**src/shared/rtf_params.svh**
```systemverilog
// timing, width and layout constants for the relay timer function set
// assumes every interval is counted in ticks of one shared timebase strobe
`ifndef RTF_PARAMS_SVH
`define RTF_PARAMS_SVH
// ****************************************
// widths
// ****************************************
`define RTF_TW            16
`define RTF_NW            4
// ****************************************
// counts and reset values
// ****************************************
`define RTF_N_MIN         4'h1
`define RTF_N_MAX         4'h9
`define RTF_ZERO_T        16'h0000
`define RTF_ONE_T         16'h0001
`define RTF_LFSR_SEED     16'hACE1
`define RTF_LFSR_TAPS     16'hB400
// ****************************************
// field positions inside the ahb control word
// ****************************************
`define RTF_CTL_TRAIN_RET 0
`define RTF_CTL_PGEN_RET  1
`define RTF_CTL_STAIR_RET 2
`define RTF_CTL_WARN_EN   3
`define RTF_CTL_N_LSB     4
// ****************************************
// register byte offsets
// ****************************************
`define RTF_OFS_CTRL      12'h000
`define RTF_OFS_TR_LOW    12'h004
`define RTF_OFS_TR_HIGH   12'h008
`define RTF_OFS_PG_LOW    12'h00C
`define RTF_OFS_PG_HIGH   12'h010
`define RTF_OFS_RN_HIGH   12'h014
`define RTF_OFS_RN_LOW    12'h018
`define RTF_OFS_ST_OFF    12'h01C
`define RTF_OFS_ST_WSTART 12'h020
`define RTF_OFS_ST_WLEN   12'h024
`define RTF_OFS_STATUS    12'h028
`define RTF_OFS_TR_ELAPSE 12'h02C
`define RTF_OFS_ST_ELAPSE 12'h030
`define RTF_CTRL_RST      32'h0000_0010
`endif

```
**src/shared/rtf_pkg.sv**
```systemverilog
// types shared by the relay timer function set
// assumes rtf_params.svh is included before this file
`include "rtf_params.svh"
package rtf_pkg;
   typedef logic [`RTF_TW-1:0] rtf_time_t;
   typedef struct packed {
      rtf_time_t low_time;
      rtf_time_t high_time;
   } rtf_lh_s;
   typedef struct packed {
      rtf_time_t off_delay;
      rtf_time_t warn_start;
      rtf_time_t warn_len;
      logic      warn_en;
   } rtf_stair_s;
   typedef enum logic [3:0] {
      RTF_TR_IDLE = 4'b0001,
      RTF_TR_LOW  = 4'b0010,
      RTF_TR_HIGH = 4'b0100,
      RTF_TR_DONE = 4'b1000
   } rtf_tr_e;
   typedef enum logic [3:0] {
      RTF_RN_OFF    = 4'b0001,
      RTF_RN_ON_DLY = 4'b0010,
      RTF_RN_ON     = 4'b0100,
      RTF_RN_OFF_DLY= 4'b1000
   } rtf_rn_e;
endpackage

```
**src/rtl/rtf_tick_cnt.sv**
```systemverilog
// tick counter for one interval: clears, counts on strobe, flags expiry
// assumes the clear and tick inputs are synchronous single-cycle levels
`timescale 1ns/10ps
`include "rtf_params.svh"
module rtf_tick_cnt (
   input  wire logic              i_clk,
   input  wire logic              i_rst,
   input  wire logic              i_clr,
   input  wire logic              i_tick,
   input  wire rtf_pkg::rtf_time_t i_limit,
   output logic                   o_hit,
   output rtf_pkg::rtf_time_t     o_count
);
   rtf_pkg::rtf_time_t cnt_q;
   rtf_pkg::rtf_time_t cnt_d;
   // ****************************************
   // counter
   // ****************************************
   always_comb begin
      cnt_d = cnt_q;
      if (i_clr) begin
         cnt_d = `RTF_ZERO_T;
      end else if (i_tick && (cnt_q != i_limit)) begin
         cnt_d = cnt_q + `RTF_ONE_T;
      end
   end
   always_ff @(posedge i_clk or posedge i_rst) begin
      if (i_rst) begin
         cnt_q <= `RTF_ZERO_T;
      end else begin
         cnt_q <= cnt_d;
      end
   end
   // expiry when the elapsed count equals the configured value
   assign o_hit   = (cnt_q == i_limit);
   assign o_count = cnt_q;
endmodule

```
**src/rtl/rtf_lfsr.sv**
```systemverilog
// free-running pseudo-random source bounded to a maximum time
// assumes nothing beyond the shared clock and reset
`timescale 1ns/10ps
`include "rtf_params.svh"
module rtf_lfsr (
   input  wire logic              i_clk,
   input  wire logic              i_rst,
   input  wire rtf_pkg::rtf_time_t i_max,
   output rtf_pkg::rtf_time_t     o_sample
);
   rtf_pkg::rtf_time_t lfsr_q;
   rtf_pkg::rtf_time_t lfsr_d;
   logic [2*`RTF_TW-1:0] prod;
   always_comb begin
      lfsr_d = lfsr_q[0] ? ((lfsr_q >> 1) ^ `RTF_LFSR_TAPS) : (lfsr_q >> 1);
   end
   always_ff @(posedge i_clk or posedge i_rst) begin
      if (i_rst) begin
         lfsr_q <= `RTF_LFSR_SEED;
      end else begin
         lfsr_q <= lfsr_d;
      end
   end
   // scale by multiply so the sample stays in 0..max, cheaper than a modulo
   assign prod     = lfsr_q * ({1'b0, i_max} + 17'h0_0001);
   assign o_sample = prod[2*`RTF_TW-1:`RTF_TW];
endmodule

```
**src/rtl/rtf_top.sv**
```systemverilog
// relay timer function set: pulse train, pulse generator, random relay, stairwell switch
// assumes inputs come synchronous from other logic blocks, settings over ahb-lite
`timescale 1ns/10ps
`include "rtf_params.svh"
module rtf_top (
   input  wire logic        i_clk,
   input  wire logic        i_rst,
   input  wire logic        i_power_loss,
   input  wire logic        i_tick,
   input  wire logic        i_train_trg,
   input  wire logic        i_train_rst,
   input  wire logic        i_pgen_en,
   input  wire logic        i_pgen_inv,
   input  wire logic        i_rand_en,
   input  wire logic        i_stair_trg,
   input  wire logic        hsel,
   input  wire logic [31:0] haddr,
   input  wire logic [1:0]  htrans,
   input  wire logic        hwrite,
   input  wire logic [2:0]  hsize,
   input  wire logic [31:0] hwdata,
   input  wire logic        hready,
   output logic [31:0]      hrdata,
   output logic             hreadyout,
   output logic             hresp,
   output logic             o_train_q,
   output logic             o_pgen_q,
   output logic             o_rand_q,
   output logic             o_stair_q
);
   // ****************************************
   // ahb-lite register slave
   // ****************************************
   logic [31:0]         ctrl_q, ctrl_d;
   rtf_pkg::rtf_lh_s    tr_cfg_q, tr_cfg_d, pg_cfg_q, pg_cfg_d, rn_cfg_q, rn_cfg_d;
   rtf_pkg::rtf_stair_s st_cfg_q, st_cfg_d;
   logic                wr_pend_q, wr_pend_d;
   logic [11:0]         wr_addr_q, wr_addr_d;
   logic [31:0]         rdata_q, rdata_d;
   logic                acc;
   logic [`RTF_NW-1:0]  n_cfg;
   rtf_pkg::rtf_time_t  tr_elapsed, st_elapsed;
   assign acc       = hsel && hready && htrans[1];
   assign hreadyout = 1'b1;
   assign hresp     = 1'b0;
   assign hrdata    = rdata_q;
   // counts outside 1..9 are clamped so a cycle count is always valid
   assign n_cfg = (ctrl_q[`RTF_CTL_N_LSB+:`RTF_NW] < `RTF_N_MIN) ? `RTF_N_MIN :
                  (ctrl_q[`RTF_CTL_N_LSB+:`RTF_NW] > `RTF_N_MAX) ? `RTF_N_MAX :
                  ctrl_q[`RTF_CTL_N_LSB+:`RTF_NW];
   always_comb begin
      ctrl_d    = ctrl_q;
      tr_cfg_d  = tr_cfg_q;
      pg_cfg_d  = pg_cfg_q;
      rn_cfg_d  = rn_cfg_q;
      st_cfg_d  = st_cfg_q;
      wr_pend_d = acc && hwrite;
      wr_addr_d = acc ? haddr[11:0] : wr_addr_q;
      rdata_d   = rdata_q;
      if (wr_pend_q) begin
         case (wr_addr_q)
            `RTF_OFS_CTRL:      ctrl_d              = hwdata;
            `RTF_OFS_TR_LOW:    tr_cfg_d.low_time   = hwdata[`RTF_TW-1:0];
            `RTF_OFS_TR_HIGH:   tr_cfg_d.high_time  = hwdata[`RTF_TW-1:0];
            `RTF_OFS_PG_LOW:    pg_cfg_d.low_time   = hwdata[`RTF_TW-1:0];
            `RTF_OFS_PG_HIGH:   pg_cfg_d.high_time  = hwdata[`RTF_TW-1:0];
            `RTF_OFS_RN_HIGH:   rn_cfg_d.high_time  = hwdata[`RTF_TW-1:0];
            `RTF_OFS_RN_LOW:    rn_cfg_d.low_time   = hwdata[`RTF_TW-1:0];
            `RTF_OFS_ST_OFF:    st_cfg_d.off_delay  = hwdata[`RTF_TW-1:0];
            `RTF_OFS_ST_WSTART: st_cfg_d.warn_start = hwdata[`RTF_TW-1:0];
            `RTF_OFS_ST_WLEN:   st_cfg_d.warn_len   = hwdata[`RTF_TW-1:0];
            default:            ctrl_d              = ctrl_q;
         endcase
      end
      st_cfg_d.warn_en = ctrl_d[`RTF_CTL_WARN_EN];
      if (acc && !hwrite) begin
         case (haddr[11:0])
            `RTF_OFS_CTRL:      rdata_d = ctrl_q;
            `RTF_OFS_TR_LOW:    rdata_d = {16'h0000, tr_cfg_q.low_time};
            `RTF_OFS_TR_HIGH:   rdata_d = {16'h0000, tr_cfg_q.high_time};
            `RTF_OFS_PG_LOW:    rdata_d = {16'h0000, pg_cfg_q.low_time};
            `RTF_OFS_PG_HIGH:   rdata_d = {16'h0000, pg_cfg_q.high_time};
            `RTF_OFS_RN_HIGH:   rdata_d = {16'h0000, rn_cfg_q.high_time};
            `RTF_OFS_RN_LOW:    rdata_d = {16'h0000, rn_cfg_q.low_time};
            `RTF_OFS_ST_OFF:    rdata_d = {16'h0000, st_cfg_q.off_delay};
            `RTF_OFS_ST_WSTART: rdata_d = {16'h0000, st_cfg_q.warn_start};
            `RTF_OFS_ST_WLEN:   rdata_d = {16'h0000, st_cfg_q.warn_len};
            `RTF_OFS_STATUS:    rdata_d = {28'h000_0000, o_stair_q, o_rand_q, o_pgen_q, o_train_q};
            `RTF_OFS_TR_ELAPSE: rdata_d = {16'h0000, tr_elapsed};
            `RTF_OFS_ST_ELAPSE: rdata_d = {16'h0000, st_elapsed};
            default:            rdata_d = 32'h0000_0000;
         endcase
      end
   end
   always_ff @(posedge i_clk or posedge i_rst) begin
      if (i_rst) begin
         ctrl_q    <= `RTF_CTRL_RST;
         tr_cfg_q  <= '0;
         pg_cfg_q  <= '0;
         rn_cfg_q  <= '0;
         st_cfg_q  <= '0;
         wr_pend_q <= 1'b0;
         wr_addr_q <= 12'h000;
         rdata_q   <= 32'h0000_0000;
      end else begin
         ctrl_q    <= ctrl_d;
         tr_cfg_q  <= tr_cfg_d;
         pg_cfg_q  <= pg_cfg_d;
         rn_cfg_q  <= rn_cfg_d;
         st_cfg_q  <= st_cfg_d;
         wr_pend_q <= wr_pend_d;
         wr_addr_q <= wr_addr_d;
         rdata_q   <= rdata_d;
      end
   end
   // ****************************************
   // edge detection of the train trigger, random enable and stair trigger inputs
   // ****************************************
   logic tr_trg_q, rn_en_q, st_trg_q;
   logic tr_rise, rn_rise, rn_fall, st_rise, st_fall;
   assign tr_rise = i_train_trg && !tr_trg_q;
   assign rn_rise = i_rand_en && !rn_en_q;
   assign rn_fall = !i_rand_en && rn_en_q;
   assign st_rise = i_stair_trg && !st_trg_q;
   assign st_fall = !i_stair_trg && st_trg_q;
   always_ff @(posedge i_clk or posedge i_rst) begin
      if (i_rst) begin
         tr_trg_q <= 1'b0;
         rn_en_q  <= 1'b0;
         st_trg_q <= 1'b0;
      end else begin
         tr_trg_q <= i_train_trg;
         rn_en_q  <= i_rand_en;
         st_trg_q <= i_stair_trg;
      end
   end
   // ****************************************
   // pulse train relay
   // ****************************************
   rtf_pkg::rtf_tr_e    tr_st_q, tr_st_d;
   logic [`RTF_NW-1:0]  tr_n_q, tr_n_d;
   logic                tr_clr, tr_hit, tr_wipe;
   // power loss without retention clears state; retained state simply holds
   assign tr_wipe = i_train_rst || (i_power_loss && !ctrl_q[`RTF_CTL_TRAIN_RET]);
   always_comb begin
      tr_st_d = tr_st_q;
      tr_n_d  = tr_n_q;
      tr_clr  = 1'b0;
      if (tr_wipe) begin
         tr_st_d = rtf_pkg::RTF_TR_IDLE;
         tr_clr  = 1'b1;
      end else if (i_power_loss) begin
         tr_st_d = tr_st_q;
      end else if (tr_rise) begin
         tr_st_d = rtf_pkg::RTF_TR_LOW;
         tr_n_d  = `RTF_N_MIN;
         tr_clr  = 1'b1;
      end else begin
         case (tr_st_q)
            rtf_pkg::RTF_TR_LOW: begin
               if (tr_hit) begin
                  tr_st_d = rtf_pkg::RTF_TR_HIGH;
                  tr_clr  = 1'b1;
               end
            end
            rtf_pkg::RTF_TR_HIGH: begin
               if (tr_hit) begin
                  tr_clr = 1'b1;
                  if (tr_n_q >= n_cfg) begin
                     tr_st_d = rtf_pkg::RTF_TR_DONE;
                  end else begin
                     tr_st_d = rtf_pkg::RTF_TR_LOW;
                     tr_n_d  = tr_n_q + 4'h1;
                  end
               end
            end
            rtf_pkg::RTF_TR_IDLE: tr_st_d = tr_st_q;
            rtf_pkg::RTF_TR_DONE: tr_st_d = tr_st_q;
            default:              tr_st_d = rtf_pkg::RTF_TR_IDLE;
         endcase
      end
   end
   always_ff @(posedge i_clk or posedge i_rst) begin
      if (i_rst) begin
         tr_st_q <= rtf_pkg::RTF_TR_IDLE;
         tr_n_q  <= `RTF_N_MIN;
      end else begin
         tr_st_q <= tr_st_d;
         tr_n_q  <= tr_n_d;
      end
   end
   rtf_tick_cnt u_tr_cnt (
      .i_clk   (i_clk),
      .i_rst   (i_rst),
      .i_clr   (tr_clr),
      .i_tick  (i_tick && !i_power_loss),
      .i_limit ((tr_st_q == rtf_pkg::RTF_TR_HIGH) ? tr_cfg_q.high_time : tr_cfg_q.low_time),
      .o_hit   (tr_hit),
      .o_count (tr_elapsed)
   );
   // ****************************************
   // pulse generator
   // ****************************************
   logic pg_ph_q, pg_ph_d, pg_clr, pg_hit, pg_q_d;
   always_comb begin
      pg_ph_d = pg_ph_q;
      pg_clr  = 1'b0;
      if ((i_power_loss && !ctrl_q[`RTF_CTL_PGEN_RET]) || !i_pgen_en) begin
         pg_ph_d = 1'b1;
         pg_clr  = 1'b1;
      end else if (pg_hit && !i_power_loss) begin
         pg_ph_d = !pg_ph_q;
         pg_clr  = 1'b1;
      end
      pg_q_d = i_pgen_en && (pg_ph_d ^ i_pgen_inv);
   end
   always_ff @(posedge i_clk or posedge i_rst) begin
      if (i_rst) begin
         pg_ph_q <= 1'b1;
      end else begin
         pg_ph_q <= pg_ph_d;
      end
   end
   rtf_tick_cnt u_pg_cnt (
      .i_clk   (i_clk),
      .i_rst   (i_rst),
      .i_clr   (pg_clr),
      .i_tick  (i_tick && !i_power_loss),
      .i_limit (pg_ph_q ? pg_cfg_q.high_time : pg_cfg_q.low_time),
      .o_hit   (pg_hit),
      .o_count ()
   );
   // ****************************************
   // random on/off-delay relay
   // ****************************************
   rtf_pkg::rtf_rn_e   rn_st_q, rn_st_d;
   rtf_pkg::rtf_time_t rn_lim_q, rn_lim_d, rn_smp_on, rn_smp_off;
   logic               rn_clr, rn_hit;
   always_comb begin
      rn_st_d  = rn_st_q;
      rn_lim_d = rn_lim_q;
      rn_clr   = 1'b0;
      if (i_power_loss) begin
         rn_st_d = rtf_pkg::RTF_RN_OFF;
         rn_clr  = 1'b1;
      end else begin
         case (rn_st_q)
            rtf_pkg::RTF_RN_OFF, rtf_pkg::RTF_RN_OFF_DLY: begin
               if (rn_rise) begin
                  rn_st_d  = rtf_pkg::RTF_RN_ON_DLY;
                  rn_lim_d = rn_smp_on;
                  rn_clr   = 1'b1;
                  if (rn_st_q == rtf_pkg::RTF_RN_OFF_DLY) begin
                     rn_st_d = rtf_pkg::RTF_RN_ON;
                  end
               end else if ((rn_st_q == rtf_pkg::RTF_RN_OFF_DLY) && rn_hit) begin
                  rn_st_d = rtf_pkg::RTF_RN_OFF;
               end
            end
            rtf_pkg::RTF_RN_ON, rtf_pkg::RTF_RN_ON_DLY: begin
               if (rn_fall) begin
                  rn_st_d  = rtf_pkg::RTF_RN_OFF_DLY;
                  rn_lim_d = rn_smp_off;
                  rn_clr   = 1'b1;
                  if (rn_st_q == rtf_pkg::RTF_RN_ON_DLY) begin
                     rn_st_d = rtf_pkg::RTF_RN_OFF;
                  end
               end else if ((rn_st_q == rtf_pkg::RTF_RN_ON_DLY) && rn_hit) begin
                  rn_st_d = rtf_pkg::RTF_RN_ON;
               end
            end
            default: rn_st_d = rtf_pkg::RTF_RN_OFF;
         endcase
      end
   end
   always_ff @(posedge i_clk or posedge i_rst) begin
      if (i_rst) begin
         rn_st_q  <= rtf_pkg::RTF_RN_OFF;
         rn_lim_q <= `RTF_ZERO_T;
      end else begin
         rn_st_q  <= rn_st_d;
         rn_lim_q <= rn_lim_d;
      end
   end
   rtf_lfsr u_rn_on (
      .i_clk    (i_clk),
      .i_rst    (i_rst),
      .i_max    (rn_cfg_q.high_time),
      .o_sample (rn_smp_on)
   );
   rtf_lfsr u_rn_off (
      .i_clk    (i_clk),
      .i_rst    (i_rst),
      .i_max    (rn_cfg_q.low_time),
      .o_sample (rn_smp_off)
   );
   rtf_tick_cnt u_rn_cnt (
      .i_clk   (i_clk),
      .i_rst   (i_rst),
      .i_clr   (rn_clr),
      .i_tick  (i_tick),
      .i_limit (rn_lim_q),
      .o_hit   (rn_hit),
      .o_count ()
   );
   // ****************************************
   // stairwell switch
   // ****************************************
   logic st_on_q, st_on_d, st_clr, st_hit, st_warn;
   always_comb begin
      st_on_d = st_on_q;
      st_clr  = 1'b0;
      if (i_power_loss && !ctrl_q[`RTF_CTL_STAIR_RET]) begin
         st_on_d = 1'b0;
         st_clr  = 1'b1;
      end else if (i_power_loss) begin
         st_on_d = st_on_q;
      end else if (st_rise || st_fall) begin
         st_on_d = 1'b1;
         st_clr  = 1'b1;
      end else if (st_on_q && st_hit && !i_stair_trg) begin
         st_on_d = 1'b0;
      end
   end
   always_ff @(posedge i_clk or posedge i_rst) begin
      if (i_rst) begin
         st_on_q <= 1'b0;
      end else begin
         st_on_q <= st_on_d;
      end
   end
   rtf_tick_cnt u_st_cnt (
      .i_clk   (i_clk),
      .i_rst   (i_rst),
      .i_clr   (st_clr),
      .i_tick  (i_tick && !i_stair_trg && !i_power_loss),
      .i_limit (st_cfg_q.off_delay),
      .o_hit   (st_hit),
      .o_count (st_elapsed)
   );
   // warning window counted in the same ticks as the off-delay
   assign st_warn = st_cfg_q.warn_en && !i_stair_trg &&
                    (st_elapsed + st_cfg_q.warn_start >= st_cfg_q.off_delay) &&
                    (st_elapsed + st_cfg_q.warn_start < st_cfg_q.off_delay + st_cfg_q.warn_len);
   // ****************************************
   // registered outputs
   // ****************************************
   always_ff @(posedge i_clk or posedge i_rst) begin
      if (i_rst) begin
         o_train_q <= 1'b0;
         o_pgen_q  <= 1'b0;
         o_rand_q  <= 1'b0;
         o_stair_q <= 1'b0;
      end else begin
         o_train_q <= (tr_st_d == rtf_pkg::RTF_TR_HIGH);
         o_pgen_q  <= pg_q_d;
         o_rand_q  <= (rn_st_d == rtf_pkg::RTF_RN_ON) || (rn_st_d == rtf_pkg::RTF_RN_OFF_DLY);
         o_stair_q <= st_on_d && !st_warn;
      end
   end
endmodule

```
**config.mk**
```make
export PLATFORM = sky130hd
export DESIGN_NAME = rtf_top
export DESIGN_NICKNAME = d
export VERILOG_FILES = /design/src/shared/rtf_pkg.sv /design/src/rtl/rtf_tick_cnt.sv /design/src/rtl/rtf_lfsr.sv /design/src/rtl/rtf_top.sv
export VERILOG_INCLUDE_DIRS = /design/src /design/src/shared
export SDC_FILE = /design/constraint.sdc
export NUM_CORES = 2
export LEC_CHECK = 0
export BUFFER_PORTS_ARGS = -buffer_cell sky130_fd_sc_hd__buf_2
export CAP_MARGIN = 20
export CORE_MARGIN = 2
export CORE_UTILIZATION = 60
export CTS_CLUSTER_DIAMETER = 80
export CTS_CLUSTER_SIZE = 12
export DETAILED_ROUTE_END_ITERATION = 10
export GPL_TIMING_DRIVEN = 0
export PLACE_DENSITY_LB_ADDON = 0.08
export SLEW_MARGIN = 20
export SYNTH_ARGS = -nofsm -noshare
export SYNTH_HDL_FRONTEND = slang
export SYNTH_SLANG_ARGS = --single-unit
export TNS_END_PERCENT = 5
```
**constraint.sdc**
```tcl
create_clock -name i_clk -period 15.45 [get_ports i_clk]
set_input_delay 3.8625 -clock i_clk [delete_from_list [all_inputs] [get_ports i_clk]]
set_output_delay 3.8625 -clock i_clk [all_outputs]
set_load 0.1 [all_outputs]
```
== Yosys cells after proc, flatten, opt, wreduce, memory -nomap -nowiden ==
Cells that the tools add are included.
Storage, ports and cells
  bits in registers: 354
  bits in latches: 0
  memory bits (writable): 0
  memory bits (read-only): 0
  input bits: 82
  logic and storage cells: 225
  memories: 0
Cells by class
  $add $sub $neg: 9
  multipliers: 2
  divide/modulo/power cells: 0
  magnitude comparators: 5
  equal/unequal tests: 43
  shifts and indexed selects: 0
  multiplexer cells: 57
  bitwise logic cells: 5
  reductions and logical operators: 71
Operator list (number)
  32-bit one-hot mux with 13 select lines: 1
  16-bit 2-to-1 mux: 14
  12-bit by 5-bit == test with 1-bit output (second input constant): 8
  12-bit by 6-bit == test with 1-bit output (second input constant): 7
  4-bit 2-to-1 mux: 18
  16-bit by 1-bit adder with 16-bit output (second input constant): 4
  16-bit == test: 4
  16-bit by 17-bit multiplier with 32-bit output: 2
  16-bit != test: 4
  12-bit by 4-bit == test with 1-bit output (second input constant): 4
  16-bit by 1-bit adder with 17-bit output (second input constant): 2
  16-bit adder: 2
  16-bit one-hot mux with 2 select lines: 1
  1-bit logical AND: 29
  12-bit by 3-bit == test with 1-bit output (second input constant): 2
  12-bit logical NOT: 2
  2-bit AND reduction: 10
  1-bit 2-to-1 mux: 19
  4-bit by 3-bit == test with 1-bit output (second input constant): 4
  16-bit greater-or-equal comparator: 1
  16-bit less-than comparator: 1
  2-bit nonzero test: 7
  1-bit logical NOT: 13
  4-bit == test (second input constant): 3
  other kinds (18): 30

== Longest topological paths before layout ==
  depth after elaboration: 11
  depth in mapped cells: 29

== By module ==
Synthesis repeated with hierarchy kept, for this count alone.
Second synthesis, totals
  cell total of the unflattened synthesis: 3810
  area, all modules: 37213.2 um^2
By module, submodules not included
  rtf_top: instances 1, cells an instance 1330, area an instance 14809.2 um^2, sequential area each 6462.4 um^2
  rtf_lfsr at u_rn_off: instances 1, cells an instance 1019, area an instance 9166.3 um^2, sequential area each 410.4 um^2
  rtf_lfsr at u_rn_on: instances 1, cells an instance 997, area an instance 9038.7 um^2, sequential area each 410.4 um^2
  rtf_tick_cnt: instances 4, cells an instance 116, area an instance 1049.8 um^2, sequential area each 400.4 um^2

== Worst setup path after synthesis ==
Ideal clock, no wire load.
  path type: register to register
  start point: register rn_cfg_q[18] (netlist bit)
  end point: register rn_lim_q[14]
  library setup time: 0.126 ns
  arrival time: 6.957 ns
  data required time: 15.324 ns
  slack: 8.367 ns
  stages on the path, launching flop included: 29
  buffers on the path: 2
  period minus slack after synthesis: 7.083 ns
  cell sequence: dfrtp_1 -> clkbuf_1 -> nand3_1 -> nor2_1 -> nand2_1 -> nor2_1 -> xor2_1 -> clkbuf_1 -> nand2_1 -> fa_1 -> fa_1 -> inv_1 -> fa_1 -> fa_1 -> fa_1 -> inv_1 -> fa_1 -> inv_1 -> ha_1 -> a21oi_1 -> o21ai_0 -> o21ai_0 -> a311oi_1 -> o21ai_1 -> a31oi_1 -> a21o_1 -> a21oi_1 -> xnor2_1 -> a221o_1
Between the ends
  cells in the longest elaborated chain, start to end: 4
Ends and longest elaborated chain
  from (decl): RTL line rtf_top.sv:35  | rtf_pkg::rtf_lh_s tr_cfg_q, tr_cfg_d, pg_cfg_q, pg_cfg_d, rn_cfg_q, rn_cfg_d;
  from (signal assigned): RTL line rtf_top.sv:109  | rn_cfg_q <= rn_cfg_d;
  16-bit by 1-bit adder with 17-bit output: RTL line rtf_lfsr.sv:25  | assign prod = lfsr_q * ({1'b0, i_max} + 17'h0_0001);
  16-bit by 17-bit multiplier with 32-bit output: RTL line rtf_lfsr.sv:25
  16-bit 2-to-1 mux: RTL line rtf_top.sv:261  | if (rn_fall) begin
  16-bit one-hot mux with 2 select lines: RTL line rtf_top.sv:247  | case (rn_st_q)
  to (signal assigned): RTL line rtf_top.sv:279  | rn_lim_q <= `RTF_ZERO_T;
  to (signal assigned): RTL line rtf_top.sv:282  | rn_lim_q <= rn_lim_d;
  to (decl): RTL line rtf_top.sv:237  | rtf_pkg::rtf_time_t rn_lim_q, rn_lim_d, rn_smp_on, rn_smp_off;
No other way between the ends. The select of a mux whose other input is x is not followed.
A chain may end at the register's enable or synchronous reset.

== Worst setup path after layout ==
  start point: register rn_cfg_q[0] (netlist bit)
  end point: register rn_lim_q[15]
Between the ends
  cells in the longest elaborated chain, start to end: 4
Ends and longest elaborated chain
  16-bit by 1-bit adder with 17-bit output: RTL line rtf_lfsr.sv:25
  16-bit by 17-bit multiplier with 32-bit output: RTL line rtf_lfsr.sv:25
  16-bit 2-to-1 mux: RTL line rtf_top.sv:249  | if (rn_rise) begin
  16-bit one-hot mux with 2 select lines: RTL line rtf_top.sv:247
No other way between the ends. The select of a mux whose other input is x is not followed.

==> impl_metrics.py <==
metrics = {
    "critical_path": {
        "worstPathArrival_ns": 9.68,
        "critical-path-slowest-cell": "xnor2_1",
        "r2r-start": "rn_cfg_q[0]",
        "required_ns": 15.88,
        "end_kind": "flop",
        "startpoint_type": "flop",
        "cpMostUsedCell": "fa_1",
        "startpoint": "rn_cfg_q[0]",
        "critPathMaxStageDelay_ns": 0.66,
        "worstPathMaxFanout": 10,
        "critical_path_class": "flop to flop",
    },
    "yosys": {
        "syn-num-nets": 4359,
        "synthDistinctLibCells": 71,
        "synthCells": 3595,
        "synthFlopType": "dfrtp_1",
        "yosysWarnings": 0,
        "synth_edf_count": 0,
        "syn-mean-instance-area_sq_um": 9.83,
        "async_flop_share_pct": 100,
        "synth-seq-cells": 354,
        "syn_area_sq_um": 35300,
        "ys_seq_area_share_pct": 25.1,
    },
    "clock_tree": {
        "cts_hold_buf": 0,
        "cts_tree": "done",
        "clk_path_buf_depth": 3,
        "htreeDepth": 2,
        "cts_made_buffers": 37,
        "cts-root-buf": "clkbuf_16",
        "clkTransAtPathRegs_ns": 0.07,
        "cts.sinks": 354,
        "cts_setup_buffers": 0,
        "cts.repair.resized": 0,
        "insertion_delay_ns": 0.57,
    },
    "place": {
        "place_congestion": 0.980,
        "port_buffers": 75,
        "place_area_sq_um": 36800,
        "hpwl_mm": 81.2,
    },
    "drt": {
        "vias": 26900,
        "antenna_left": 0,
        "dr.pass1.iters": 8,
        "first_iter_violations": 2050,
        "routed_via_density": 5.98,
        "routedWlPerCell_microns": 22.7,
        "drt_wl_total_mm": 102,
        "drc": 0,
    },
    "power_and_ir_drop": {
        "peakVddDrop_mv": 0.0866,
        "p_int_mw": 1.49,
        "finalPower_mw": 2.11,
        "clkPwrFrac_pct": 39.8,
        "combinationalPowerShare_pct": 12.0,
        "swShare_pct": 29.5,
        "p_per_area_nw_per_um2": 55.7,
        "power.switching_mw": 0.622,
        "pwr-share-seq_pct": 48.2,
        "leakage_nw": 18.8,
    },
    "sta": {
        "fin_crit_ns": 9.24,
        "post-route-period-util_pct": 59.8,
        "finalSetupViolCount": 0,
        "maxSlewHeadroom_pct": 22.2,
        "finalHoldViolCount": 0,
        "worst_slew_pin_slew_ns": 1.17,
        "slew_violations": 0,
        "fmax_mhz": 108,
        "finClkSkew_ns": 0.0267,
        "grt_setup_unrepaired": "false",
        "setup_tns_ns": 0,
    },
    "layout": {
        "final_area_sq_um": 37800,
        "drive_gt1_share_pct": 9.96,
        "syn_to_final_growth_pct": 7.04,
        "final_net_count": 4477,
        "fillers": 4787,
    },
    "global_route": {
        "grt_overflow": 0,
        "grt_start_max_net_pins": 99,
        "grt_pass1_wl_mm": 160,
        "grt_pass1_vias": 28400,
        "track_usage_pct": 34.7,
        "antenna_found_initial": 4,
    },
    "die": {
        "initial_core_util_pct": 61.0,
        "ioPinCount": 120,
        "die_w_microns": 247,
        "die_h_microns": 247,
        "dieArea_sq_um": 60900,
        "core_area_sq_um": 57900,
        "std_cell_rows": 88,
    },
    "min_path": {
        "hold_start": "u_rn_off.lfsr_q[0]",
        "hold_path_class": "flop to flop",
    },
    "job": {
        "drv_cap": 0,
    },
    "run_status": {
        "outcome": "finished, final reports clean",
    },
}
## final timing paths
path                                        to  slack (ns)  cells after the start
max in group asynchronous    u_rn_on.lfsr_q[5]       10.64                      4
min                        u_rn_off.lfsr_q[15]        0.36                      0
max reg2reg                       rn_lim_q[15]        6.21                     28
min reg2reg                u_rn_off.lfsr_q[15]        0.36                      0
max                               rn_lim_q[15]        6.21                     28
min in group asynchronous             tr_trg_q        3.42                      2
## cell usage after synthesis (18+ instances only)
master / instances / area share, %
nor4_1: 21 / 0.37
inv_1: 495 / 5.3
mux2_2: 189 / 6.0
a22o_1: 18 / 0.45
a21o_1: 36 / 0.76
nand2b_1: 25 / 0.44
nand4_1: 25 / 0.44
nor3_1: 33 / 0.47
a31oi_1: 21 / 0.37
mux2i_1: 55 / 1.6
or3_1: 20 / 0.35
clkbuf_1: 122 / 1.3
xor2_1: 95 / 2.4
nand2_1: 417 / 4.4
ha_1: 268 / 9.5
buf_1: 26 / 0.28
nor2b_1: 31 / 0.55
fa_1: 414 / 23
nand3_1: 65 / 0.92
and2_1: 240 / 4.2
a221oi_1: 35 / 0.87
dfstp_2: 21 / 1.6
nor2_1: 153 / 1.6
xnor2_1: 123 / 3.0
o21ai_0: 67 / 0.95
a21oi_1: 90 / 1.3
and3_1: 23 / 0.41
dfrtp_1: 333 / 24
## power by group through the flow
stage	clock network, mW	registers [mW]	logic, mW
floorplan	0	1.05	0.131
global placement	0	1.03	0.240
detailed placement	0	1.03	0.250
CTS	0.853	1.01	0.251
global route	0.884	1.02	0.270
finish	0.838	1.02	0.253
## placed cells by master (no fill, tap or decap), drive strengths merged, types with 123 or more instances in the layout
cell type and instances:
clkbuf 175, ha 268, nand2 417, buf 123, xnor2 123, fa 414
nor2 153, inv 499, and2 241, mux2 189, dfrtp 333
## state kept, by name, indices dropped and copies added (netlist names), 4 cells and up
register and cells:
rn_lim_q 16, pg_cfg_q 32, rn_st_q 4, u_rn_off.lfsr_q 16, tr_cfg_q 32, u_st_cnt.o_count 16
rn_cfg_q 32, hrdata 32, wr_addr_q 12, u_tr_cnt.o_count 16, st_cfg_q 48, u_rn_on.lfsr_q 16
ctrl_q 32, tr_n_q 4, u_pg_cnt.o_count 16, u_rn_cnt.o_count 16, tr_st_q 4
## cells by family after synthesis
| group | synth area share, % |
|---|---|
| flip-flops | 25.1 |
| XOR/XNOR | 5.40 |
| AO/OA/AOI/OAI | 6.53 |
| adder cells (fa/ha/maj) | 32.9 |
| buffers and inverters | 7.19 |
| multiplexers | 7.58 |
| AND/OR/NAND/NOR | 15.2 |
| other | 0.0212 |
## cell type report
type                    count  area (sq um)  share of cell area [%]
plain buffers             166           682                    1.80
inverters                 495          1870                    4.93
diodes                      3          7.51                  0.0198
flip-flops and latches    354          8880                    23.5
clock buffers              53           986                    2.61
clock inverters             7          55.1                   0.146
repair buffers             79           465                    1.23
well taps                 765           957                    2.53
multi-input cells        2580         23900                    63.3
## metrics by stage
stage,cells,worst slack (ns),hold WS (ns),util (%)
3_5_place_dp,4439,6.37,0.355,63.5
4_1_cts,4499,6.32,0.363,65.3
3_3_place_gp,4435,-1.91,0.353,63.3
2_1_floorplan,3595,1.80,0.352,-
6_report,4502,6.21,0.362,65.3
5_1_grt,4500,5.69,0.367,65.3
## metal layers
| layer | part of all wire, % | vias to the layer above | global-route usage [%] |
|---|---|---|---|
| li1 | - | 11900 | - |
| met1 | 40 | 13700 | 45.9 |
| met2 | 47 | 1103 | 56.2 |
| met3 | 7.3 | 302 | 5.65 |
| met4 | 5.5 | 2 | 16.5 |
| met5 | 0.012 | - | 0 |
## critical path, delay by kind of cell (launching register included)
family          cells  cell delay, ns
buf+inv             5            1.30
fa+ha+maj           7            3.36
compound gates      7            1.73
simple gates        8            1.75
xor+xnor            1            0.66
flops               1            0.34
Note: power is estimated with default switching activity, not from simulation.
